## src/shared/pro_pkg.sv

```systemverilog
// Purpose: constants shared by the panel rgb output stage
// Assumes: one pixel clock domain, 32-bit register words
// Notes:   register offsets are byte offsets on the dedicated register port
package pro_pkg;
  // register byte offsets
  localparam logic [4:0] OFS_BLOCK_CTRL = 5'h00;
  localparam logic [4:0] OFS_HSYNC_CTRL = 5'h04;
  localparam logic [4:0] OFS_VSYNC_CTRL = 5'h08;
  localparam logic [4:0] OFS_DE_HWIN    = 5'h0C;
  localparam logic [4:0] OFS_DE_VWIN    = 5'h10;
  localparam logic [4:0] OFS_PAD_FUNC   = 5'h14;
  localparam logic [4:0] OFS_PAD_LEVEL  = 5'h18;
  localparam int         ADDR_W         = 5;
  // output_block_control fields
  localparam int FMT_LSB      = 0;
  localparam int FMT_W        = 3;
  localparam int DE_POL_BIT   = 3;
  localparam int DCLK_POL_BIT = 4;
  localparam int DCLK_DLY_LSB = 5;
  localparam int DCLK_DLY_W   = 2;
  localparam int DCLK_DIV_BIT = 7;
  localparam int ST_PHASE_BIT = 29;
  localparam int ST_FIFO_BIT  = 30;
  localparam int ST_DE_BIT    = 31;
  localparam logic [31:0] CTRL_RW_MASK = 32'h0000_00FF;
  // window registers: start in low half, end in high half
  localparam int WIN_W        = 12;
  localparam int WIN_START_LSB = 0;
  localparam int WIN_END_LSB  = 16;
  // pad control bit layout
  localparam int SW_PAD_FIRST = 12;
  localparam int SW_PAD_CNT   = 18;
  localparam int PADSEL_DE    = 18;
  localparam int PADSEL_VSYNC = 19;
  localparam int PADSEL_DCLK  = 20;
  localparam logic [31:0] PAD_RW_MASK = 32'h001F_FFFF;
  // geometry
  localparam int COMP_W   = 10;
  localparam int NARROW_W = 8;
  localparam int PAD_W    = 30;
  localparam int PIX_W    = 3 * COMP_W;
  localparam int DCLK_TAPS = 4;
  localparam int FIFO_DEPTH = 8;
  // output formats
  typedef enum logic [FMT_W-1:0] {
    FMT_STRAIGHT_10 = 3'h0,
    FMT_SWAP_10     = 3'h1,
    FMT_SWAP_8      = 3'h2,
    FMT_MUX_10      = 3'h3,
    FMT_MUX_8       = 3'h4
  } pro_fmt_e;
endpackage : pro_pkg

```

## src/shared/pro_stream_if.sv

```systemverilog
// Purpose: valid/ready pixel stream between stage modules
// Assumes: single clock
// Notes:   data is held stable while valid and not ready
`timescale 1ns/100ps
interface pro_stream_if #(parameter int W = 30);
  logic         valid;
  logic         ready;
  logic [W-1:0] data;
  modport src (output valid, output data, input ready);
  modport snk (input valid, input data, output ready);
endinterface : pro_stream_if

```

## src/hdl/pro_fifo.sv

```systemverilog
// Purpose: small pixel fifo in front of the pad mapper
// Assumes: width and depth given by parameters, depth a power of two
// Notes:   full and empty are exact; push and pop may share a cycle
`timescale 1ns/100ps
module pro_fifo #(
  parameter int W     = 30,
  parameter int DEPTH = 8
) (
  // clock and reset
  input wire logic clock,
  input wire logic rst_b,
  // filling side
  pro_stream_if.snk in_s,
  // draining side
  pro_stream_if.src out_s
);
  localparam int AW = $clog2(DEPTH);

  typedef struct packed {
    logic [DEPTH-1:0][W-1:0] mem;
    logic [AW-1:0]           wr;
    logic [AW-1:0]           rd;
    logic [AW:0]             cnt;
  } pro_fifo_s;

  pro_fifo_s st_q, st_d;
  logic      push, pop;

  assign in_s.ready  = (st_q.cnt != (AW+1)'(DEPTH));
  assign out_s.valid = (st_q.cnt != '0);
  assign out_s.data  = st_q.mem[st_q.rd];
  assign push        = in_s.valid & in_s.ready;
  assign pop         = out_s.valid & out_s.ready;

  always_comb begin
    st_d = st_q;
    if (push) begin
      st_d.mem[st_q.wr] = in_s.data;
      st_d.wr           = st_q.wr + 1'b1;
    end
    if (pop) begin
      st_d.rd = st_q.rd + 1'b1;
    end
    case ({push, pop})
      2'b10:   st_d.cnt = st_q.cnt + 1'b1;
      2'b01:   st_d.cnt = st_q.cnt - 1'b1;
      default: st_d.cnt = st_q.cnt;
    endcase
  end

  always_ff @(posedge clock or negedge rst_b) begin
    if (!rst_b) begin
      st_q <= '0;
    end else begin
      st_q <= st_d;
    end
  end
endmodule : pro_fifo

```

## src/hdl/pro_output_stage.sv

```systemverilog
// Purpose: map rgb pixels to 30 panel pads, make data enable and data clock
// Assumes: everything on the pixel clock; sync references come from logic on it
// Notes:   pads are registered so software levels show one edge after writing
`timescale 1ns/100ps
// Contract
// - swap option reverses component bit order
// - swapped 3x10 puts R9..R0,G9..G0,B9..B0
// - mux 3x10 sends two phases on P0..P14
// - data enable built from registers and references
// - data enable made on pixel clock
// - register bit selects data enable polarity
// - data clock polarity and four delays
// - data clock undivided or divided by two
// - per pad function bit and level bit
// - reconfigurable pads always push-pull outputs
// - software level appears at next clock edge
// - software control on P12..P29, enable, vsync, clock
// - seven registers at offsets 0x00 to 0x18
module pro_output_stage
  import pro_pkg::*;
#(
  parameter int FIFO_W = pro_pkg::PIX_W,
  parameter int FIFO_D = pro_pkg::FIFO_DEPTH
) (
  // clock and reset
  input  wire logic                        clock,
  input  wire logic                        rst_b,
  // register port
  input  wire logic                        reg_sel,
  input  wire logic                        reg_write,
  input  wire logic [pro_pkg::ADDR_W-1:0]  reg_addr,
  input  wire logic [31:0]                 reg_wdata,
  output logic      [31:0]                 reg_rdata,
  output logic                             reg_ack,
  // pixel stream from the display pipeline
  input  wire logic                        pix_valid,
  input  wire logic [pro_pkg::PIX_W-1:0]   pix_rgb,
  output logic                             pix_ready,
  // timing references from the pixel domain
  input  wire logic                        pixel_hsync_ref,
  input  wire logic                        pixel_vertical_reset_ref,
  input  wire logic [pro_pkg::WIN_W-1:0]   pixel_line_counter,
  input  wire logic                        pixel_vsync_ref,
  // panel pads
  output logic      [pro_pkg::PAD_W-1:0]   video_pad,
  output logic                             data_enable_pad,
  output logic                             vsync_pad,
  output logic                             data_clock_pad
);
  import pro_pkg::*;

  typedef struct packed {
    logic [31:0]            ctrl;
    logic [31:0]            hsync_ctrl;
    logic [31:0]            vsync_ctrl;
    logic [31:0]            de_hwin;
    logic [31:0]            de_vwin;
    logic [31:0]            pad_func;
    logic [31:0]            pad_level;
    logic [31:0]            rdata;
    logic                   ack;
    logic                   hs_prev;
    logic [WIN_W-1:0]       hcnt;
    logic                   de;
    logic                   phase;
    logic                   clk_tgl;
    logic                   clk_div;
    logic [DCLK_TAPS-1:0]   clk_dly;
    logic [PAD_W-1:0]       pads;
    logic                   de_pad;
    logic                   vs_pad;
    logic                   clk_pad;
  } pro_state_s;

  pro_state_s st_q, st_d;

  pro_stream_if #(.W(FIFO_W)) fifo_in  ();
  pro_stream_if #(.W(FIFO_W)) fifo_out ();

  pro_fifo #(
    .W     (FIFO_W),
    .DEPTH (FIFO_D)
  ) u_fifo (
    .clock (clock),
    .rst_b (rst_b),
    .in_s  (fifo_in),
    .out_s (fifo_out)
  );

  assign fifo_in.valid = pix_valid;
  assign fifo_in.data  = pix_rgb;
  assign pix_ready     = fifo_in.ready;

  function automatic logic [COMP_W-1:0] rev10(input logic [COMP_W-1:0] v);
    logic [COMP_W-1:0] r;
    r = '0;
    for (int i = 0; i < COMP_W; i++) begin
      r[i] = v[COMP_W-1-i];
    end
    return r;
  endfunction : rev10

  function automatic logic [NARROW_W-1:0] rev8(input logic [NARROW_W-1:0] v);
    logic [NARROW_W-1:0] r;
    r = '0;
    for (int i = 0; i < NARROW_W; i++) begin
      r[i] = v[NARROW_W-1-i];
    end
    return r;
  endfunction : rev8

  // window test shared by both axes: start inclusive, end exclusive
  function automatic logic in_win(input logic [WIN_W-1:0] pos, input logic [31:0] win);
    logic [WIN_W-1:0] s;
    logic [WIN_W-1:0] e;
    s = win[WIN_START_LSB +: WIN_W];
    e = win[WIN_END_LSB +: WIN_W];
    return (pos >= s) && (pos < e);
  endfunction : in_win

  // format field of the block control word
  function automatic logic [FMT_W-1:0] fmt_of(input logic [31:0] ctrl);
    return ctrl[FMT_LSB +: FMT_W];
  endfunction : fmt_of

  // both multiplexed formats send a pixel in two phases
  function automatic logic is_mux(input logic [FMT_W-1:0] fmt);
    logic m;
    m = (fmt == FMT_MUX_10) || (fmt == FMT_MUX_8);
    return m;
  endfunction : is_mux

  // a pad in software function shows its level bit, else its video value
  function automatic logic pad_pick(input logic [31:0] func,
                                    input logic [31:0] level,
                                    input int          sel,
                                    input logic        video);
    logic v;
    v = func[sel] ? level[sel] : video;
    return v;
  endfunction : pad_pick

  // software overlay of the reconfigurable video pads
  function automatic logic [PAD_W-1:0] sw_overlay(input logic [PAD_W-1:0] vid,
                                                  input logic [31:0]      func,
                                                  input logic [31:0]      level);
    logic [PAD_W-1:0] p;
    p = vid;
    for (int i = 0; i < SW_PAD_CNT; i++) begin
      p[SW_PAD_FIRST + i] = pad_pick(func, level, i, vid[SW_PAD_FIRST + i]);
    end
    return p;
  endfunction : sw_overlay

  // line position holds at the top so a missing line reference never wraps into the window
  function automatic logic [WIN_W-1:0] next_hcnt(input logic [WIN_W-1:0] hcnt,
                                                 input logic             restart);
    logic [WIN_W-1:0] n;
    n = hcnt;
    if (restart) begin
      n = '0;
    end else if (hcnt != '1) begin
      n = hcnt + 1'b1;
    end
    return n;
  endfunction : next_hcnt

  // delayed data clock tap with polarity; taps trade skew against panel setup
  function automatic logic dclk_pick(input logic [31:0]          ctrl,
                                     input logic [DCLK_TAPS-1:0] taps);
    logic c;
    c = taps[ctrl[DCLK_DLY_LSB +: DCLK_DLY_W]] ^ ctrl[DCLK_POL_BIT];
    return c;
  endfunction : dclk_pick

  // register write with the read-only bits masked off; unmapped writes are dropped
  function automatic pro_state_s apply_write(input pro_state_s        s,
                                             input logic [ADDR_W-1:0] addr,
                                             input logic [31:0]       data);
    pro_state_s n;
    n = s;
    case (addr)
      OFS_BLOCK_CTRL: n.ctrl       = data & CTRL_RW_MASK;
      OFS_HSYNC_CTRL: n.hsync_ctrl = data;
      OFS_VSYNC_CTRL: n.vsync_ctrl = data;
      OFS_DE_HWIN:    n.de_hwin    = data;
      OFS_DE_VWIN:    n.de_vwin    = data;
      OFS_PAD_FUNC:   n.pad_func   = data & PAD_RW_MASK;
      OFS_PAD_LEVEL:  n.pad_level  = data & PAD_RW_MASK;
      default:        n.ctrl       = s.ctrl;
    endcase
    return n;
  endfunction : apply_write

  // read view of one word; status bits ride in the top of the block control word
  function automatic logic [31:0] read_word(input logic [ADDR_W-1:0] addr,
                                            input pro_state_s        s,
                                            input logic              fifo_busy);
    logic [31:0] w;
    w = '0;
    case (addr)
      OFS_BLOCK_CTRL: begin
        w               = s.ctrl;
        w[ST_DE_BIT]    = s.de;
        w[ST_FIFO_BIT]  = fifo_busy;
        w[ST_PHASE_BIT] = s.phase;
      end
      OFS_HSYNC_CTRL: w = s.hsync_ctrl;
      OFS_VSYNC_CTRL: w = s.vsync_ctrl;
      OFS_DE_HWIN:    w = s.de_hwin;
      OFS_DE_VWIN:    w = s.de_vwin;
      OFS_PAD_FUNC:   w = s.pad_func;
      OFS_PAD_LEVEL:  w = s.pad_level;
      default:        w = '0;
    endcase
    return w;
  endfunction : read_word

  // pad layout of one pixel for the chosen format and phase
  function automatic logic [PAD_W-1:0] map_pads(input logic [FMT_W-1:0] fmt,
                                               input logic [PIX_W-1:0] rgb,
                                               input logic ph);
    logic [COMP_W-1:0]   r, g, b;
    logic [NARROW_W-1:0] r8, g8, b8;
    logic [PAD_W-1:0]    p;
    r  = rgb[0 +: COMP_W];
    g  = rgb[COMP_W +: COMP_W];
    b  = rgb[2*COMP_W +: COMP_W];
    // narrow formats carry the most significant bits of each component
    r8 = r[COMP_W-1 -: NARROW_W];
    g8 = g[COMP_W-1 -: NARROW_W];
    b8 = b[COMP_W-1 -: NARROW_W];
    p  = '0;
    case (fmt)
      FMT_STRAIGHT_10: begin
        p = {b, g, r};
      end
      FMT_SWAP_10: begin
        p = {rev10(b), rev10(g), rev10(r)};
      end
      FMT_SWAP_8: begin
        p[3*NARROW_W-1:0] = {rev8(b8), rev8(g8), rev8(r8)};
      end
      FMT_MUX_10: begin
        if (!ph) begin
          p[14:0] = {g[8], g[3:0], b};
        end else begin
          p[14:0] = {r[8], r[7:4], r[9], g[9], r[3:0], g[7:4]};
        end
      end
      FMT_MUX_8: begin
        if (!ph) begin
          p[11:0] = {g8[3:0], b8};
        end else begin
          p[11:0] = {r8, g8[7:4]};
        end
      end
      default: begin
        p = '0;
      end
    endcase
    return p;
  endfunction : map_pads

  logic             mux_mode;
  logic             pop;
  logic             de_raw;
  logic             clk_raw;
  logic [PAD_W-1:0] vid;

  always_comb begin
    st_d     = st_q;
    mux_mode = is_mux(fmt_of(st_q.ctrl));
    // mux formats hold each pixel for two cycles, which back-pressures the fifo
    pop      = fifo_out.valid && (!mux_mode || st_q.phase);
    fifo_out.ready = pop;

    // register port
    st_d.ack   = reg_sel;
    st_d.rdata = '0;
    if (reg_sel && reg_write) begin
      st_d = apply_write(st_d, reg_addr, reg_wdata);
    end else if (reg_sel) begin
      st_d.rdata = read_word(reg_addr, st_q, fifo_out.valid);
    end

    // horizontal position restarts on the rising edge of the line reference
    st_d.hs_prev = pixel_hsync_ref;
    st_d.hcnt    = next_hcnt(st_q.hcnt, pixel_hsync_ref && !st_q.hs_prev);
    // vertical reset wins over any programmed window
    de_raw  = !pixel_vertical_reset_ref
           && in_win(st_q.hcnt, st_q.de_hwin)
           && in_win(pixel_line_counter, st_q.de_vwin);
    st_d.de = de_raw;

    // pixel phase advances only while a pixel is held, so phase 0 always leads
    if (!mux_mode) begin
      st_d.phase = 1'b0;
    end else if (fifo_out.valid) begin
      st_d.phase = !st_q.phase;
    end

    // data clock: toggle per cycle, or per two cycles when divided
    st_d.clk_tgl = !st_q.clk_tgl;
    if (st_q.clk_tgl) begin
      st_d.clk_div = !st_q.clk_div;
    end
    clk_raw      = st_q.ctrl[DCLK_DIV_BIT] ? st_q.clk_div : st_q.clk_tgl;
    st_d.clk_dly = {st_q.clk_dly[DCLK_TAPS-2:0], clk_raw};

    // pads: an empty fifo drives zero rather than stale data
    vid = fifo_out.valid ? map_pads(fmt_of(st_q.ctrl), fifo_out.data, st_q.phase) : '0;
    // pads are registered so a level shows one edge after its register write lands
    st_d.pads    = sw_overlay(vid, st_q.pad_func, st_q.pad_level);
    st_d.de_pad  = pad_pick(st_q.pad_func, st_q.pad_level, PADSEL_DE,
                            st_q.de ^ st_q.ctrl[DE_POL_BIT]);
    st_d.vs_pad  = pad_pick(st_q.pad_func, st_q.pad_level, PADSEL_VSYNC,
                            pixel_vsync_ref);
    st_d.clk_pad = pad_pick(st_q.pad_func, st_q.pad_level, PADSEL_DCLK,
                            dclk_pick(st_q.ctrl, st_q.clk_dly));
  end

  always_ff @(posedge clock or negedge rst_b) begin
    if (!rst_b) begin
      st_q <= '0;
    end else begin
      st_q <= st_d;
    end
  end

  // pads never tri-state: push-pull in video and software function alike
  assign video_pad       = st_q.pads;
  assign data_enable_pad = st_q.de_pad;
  assign vsync_pad       = st_q.vs_pad;
  assign data_clock_pad  = st_q.clk_pad;
  assign reg_rdata       = st_q.rdata;
  assign reg_ack         = st_q.ack;
endmodule : pro_output_stage

```

## config.mk

```make
export PLATFORM = sky130hd
export DESIGN_NAME = pro_output_stage
export DESIGN_NICKNAME = d
export VERILOG_FILES = /design/src/shared/pro_pkg.sv /design/src/shared/pro_stream_if.sv /design/src/hdl/pro_fifo.sv /design/src/hdl/pro_output_stage.sv
export SDC_FILE = /design/constraint.sdc
export NUM_CORES = 1
export LEC_CHECK = 0
export BUFFER_PORTS_ARGS = -buffer_cell sky130_fd_sc_hd__clkbuf_2
export CORE_AREA = 2 2 239 241
export CTS_CLUSTER_SIZE = 10
export DETAILED_ROUTE_END_ITERATION = 8
export DIE_AREA = 0 0 241 243
export PLACE_DENSITY = 0.63
export SETUP_SLACK_MARGIN = 0.15
export SLEW_MARGIN = 20
export SYNTH_ARGS = -nofsm -noshare
export SYNTH_HDL_FRONTEND = slang
export SYNTH_SLANG_ARGS = --single-unit
```

## constraint.sdc

```tcl
create_clock -name clock -period 4.7 [get_ports clock]
set_clock_uncertainty 0.15 [all_clocks]
set_input_delay 0.705 -clock clock [delete_from_list [all_inputs] [get_ports clock]]
set_output_delay 0.705 -clock clock [all_outputs]
set_load 0.02 [all_outputs]
```

==> flow_summary.toml <==
[logic_synthesis]
syn-num-nets = 1969
avgSynthCellArea_sq_um = 13.3
synth_seq_cells = 515
ys.warnings.count = 0
synth_edf_count = 0
synth_commonest_cells = "dfrtp_1 (515), mux2_2 (435), a22oi_1 (78)"
ys_types = 68
syn_inst = 1829
synth_top_area_cell = "dfrtp_1"
syn_area_sq_um = 24400
synthMostInstantiatedCell = "dfrtp_1"
synth_top_flop_cell = "dfrtp_1"
seq_area_frac_synth_pct = 52.9
async_flop_share_pct = 100
yosys-top-cells-area = "dfrtp_1 (53%), mux2_2 (20%), mux4_2 (4.9%), ha_1 (2.7%), a22oi_1 (2.4%)"
yosysTopAreaCellShare_pct = 52.9

[worst_setup_path]
cp_slowest_stage_delay_ns = 0.97
cp_data_arrival_time_ns = 3.63
critPathBufInv = 2
rr_startpoint = "u_fifo.st_q[5]"
crit_fanout = 42
end_kind = "flop"
timing.rr.end = "video_pad[17]"
ff2ff_path_depth = 7
cp_top_family = "multiplexers"
worst_setup_path_start_kind = "flop"
critical_path.slowest_cell = "dfrtp_4"
cp-startpoint = "u_fifo.st_q[5]"
r2r_setup_slack_ns = 1.42
cp.required_ns = 5.05
cp.depth = 7
path_class = "reg2reg"
cp_cell_sequence = "buf_4, mux4_1, mux2i_1, inv_1, o22ai_1, a2111oi_0, a21o_1"

[pwr]
p_total_mw = 16.9
power_frac_comb_pct = 33.9
leakage_nw = 12.2
power_density_nw_per_um2 = 622
clockPowerShare_pct = 24.4
switching_share_pct = 33.5
ir_drop_uv = 323
sequentialPowerShare_pct = 41.7
p_sw_mw = 5.65
internal_power_mw = 11.2

[placement]
dp_hpwl_um = 42500
gp_congestion = 0.877
io_buffer_count = 153
dp_cells = 2604

[clock_network]
clk_latency_ns = 0.60
cts_setup_buffers = 0
cts.reportedPaths.clkPinSlew_ns = 0.06
cts_made_buffers = 59
postCtsHoldBufs = 0
htreeDepth = 2
clock_sinks = 515
ctsLongestPathBuffers = 3
cts_tree = "yes"
cts_resized = 0
cts_root_buf = "clkbuf_16"

[drt]
drc = 0
viasPerCell = 5.74
drt_wl_total_um = 63700
drtIter0Drc = 1110
first_pass_iters = 6
dr_total_vias = 15400
final_antenna_net_count = 0
avgRoutedWirePerCell_um = 23.7

[cells_and_area]
fin_util_pct = 48.5
final_cells = 2686
nNetsFinal = 2049
area_growth_pct = 11.3
n_fill_cell = 4965
drive_gt1_share_pct = 39.7

[sta]
period_needed_ns = 3.28
tightest_slew_ns = 1.07
setup_violations = 0
hold_slack_ns = 0.0122
slew_headroom_pct = 28.8
fin_setup_tns_ns = 0
rsz0062_at_grt = "no"
slew_viol_final = 0
hold_violations = 0
fmax_ghz = 0.304
min_period_over_period_pct = 69.9

[run]
max-cap-violations = 0

[floorplanning]
coreArea_sq_um = 56000
io_pins = 154
die_h_um = 243
rows = 87
die_x_um = 241
fp.dieArea_sq_um = 58600
start_util_pct = 43.6

[grt]
grt_pass1_wl_um = 98400
grt_pass1_vias = 16000
grt_max_degree = 97
grt.overflow.total = 0
antenna_found_initial = 3
grtUsageTotal_pct = 21.9

[outcome]
outcome = "complete, no violations"

[hold_path]
hp-class = "in2async"
-- power groups by stage --
stage	combinational, mW	clock, mW	sequential (mW)
4_1_cts	5.76	4.22	7.04
6_report	5.72	4.13	7.03
2_1_floorplan	4.66	0	6.45
3_5_place_dp	5.74	0	7.11
5_1_grt	6.19	4.41	7.23
3_3_place_gp	5.59	0	7.03
-- metal layers --
layer | vias up | track usage (%) | wire (um)
li1 | 6798 | - | -
met4 | 0 | 6.61 | 1510
met5 | - | 0 | 0
met3 | 92 | 3.45 | 2970
met1 | 8112 | 29.5 | 27700
met2 | 425 | 36.5 | 31600
-- cells in the final DEF, fill, tap and decap left out, types with 4 or more instances in the layout --
master       n
o31ai_1      9
inv_1       54
xor2_1      10
nand3_1      5
xnor2_1      9
nor3_1      14
o21ai_0     30
a31oi_1     29
nand4_1      9
ha_1        52
nor2_1      59
dfrtp_1    512
a211o_1      4
a22oi_1     78
buf_4       32
and2_1       5
clkbuf_16   59
mux2i_1     29
clkbuf_2   152
buf_12       5
a222oi_1    11
a211oi_1     9
clkbuf_1    10
a21oi_1     53
clkbuf_8     6
a21o_1      13
or2_2        5
mux4_2      53
o211ai_1     8
and3_1       7
mux2_2     435
nor2b_1     11
nand2_1     72
nand2b_1     9
o22ai_1      6
-- cells by family after synthesis --
group / count (synthesis) / share of synthesized area (%)
muxes: 523 / 26.7
xor gates and xnor gates: 19 / 0.683
and+or+nand+nor: 218 / 4.34
adders and majority gates: 53 / 2.75
DFF: 515 / 52.9
buffers and inverters: 226 / 4.99
AOI/OAI and AO/OA: 275 / 7.72
-- final cells by class --
| class | count | area (sq um) | area share (%) |
|---|---|---|---|
| diodes | 3 | 7.51 | 0.0277 |
| clock buffers | 75 | 1600 | 5.89 |
| clock inverters | 4 | 56.3 | 0.208 |
| inverters | 55 | 206 | 0.761 |
| multi-input cells | 1088 | 10300 | 38.0 |
| flip-flops and latches | 515 | 12900 | 47.5 |
| well taps | 756 | 946 | 3.49 |
| repair buffers | 190 | 1120 | 4.11 |
-- sequential cells by signal (all words and copies together), names as in the netlist --
register         cells
vsync_pad            1
data_enable_pad      1
u_fifo.st_q        250
reg_rdata           32
st_q               196
reg_ack              1
video_pad           30
st_d                 3
data_clock_pad       1
-- stage by stage --
| stage | setup WS (ns) | area [sq um] |
|---|---|---|
| after global placement | 1.42 | 25500 |
| final | 1.42 | 27100 |
| after floorplan | 1.97 | 24400 |
| after CTS | 1.37 | 27100 |
| after global routing | 1.18 | 27100 |
| after detailed placement | 1.39 | 25500 |
-- worst max path at each step --
stage | to | slack [ns]
floorplan | u_fifo.st_q[3] | 1.97
finish | video_pad[17] | 1.42
global placement | video_pad[17] | 1.42
CTS | video_pad[17] | 1.37
detailed placement | video_pad[17] | 1.39
global route | video_pad[17] | 1.18
No activity file was read; power rests on OpenSTA's default activity.
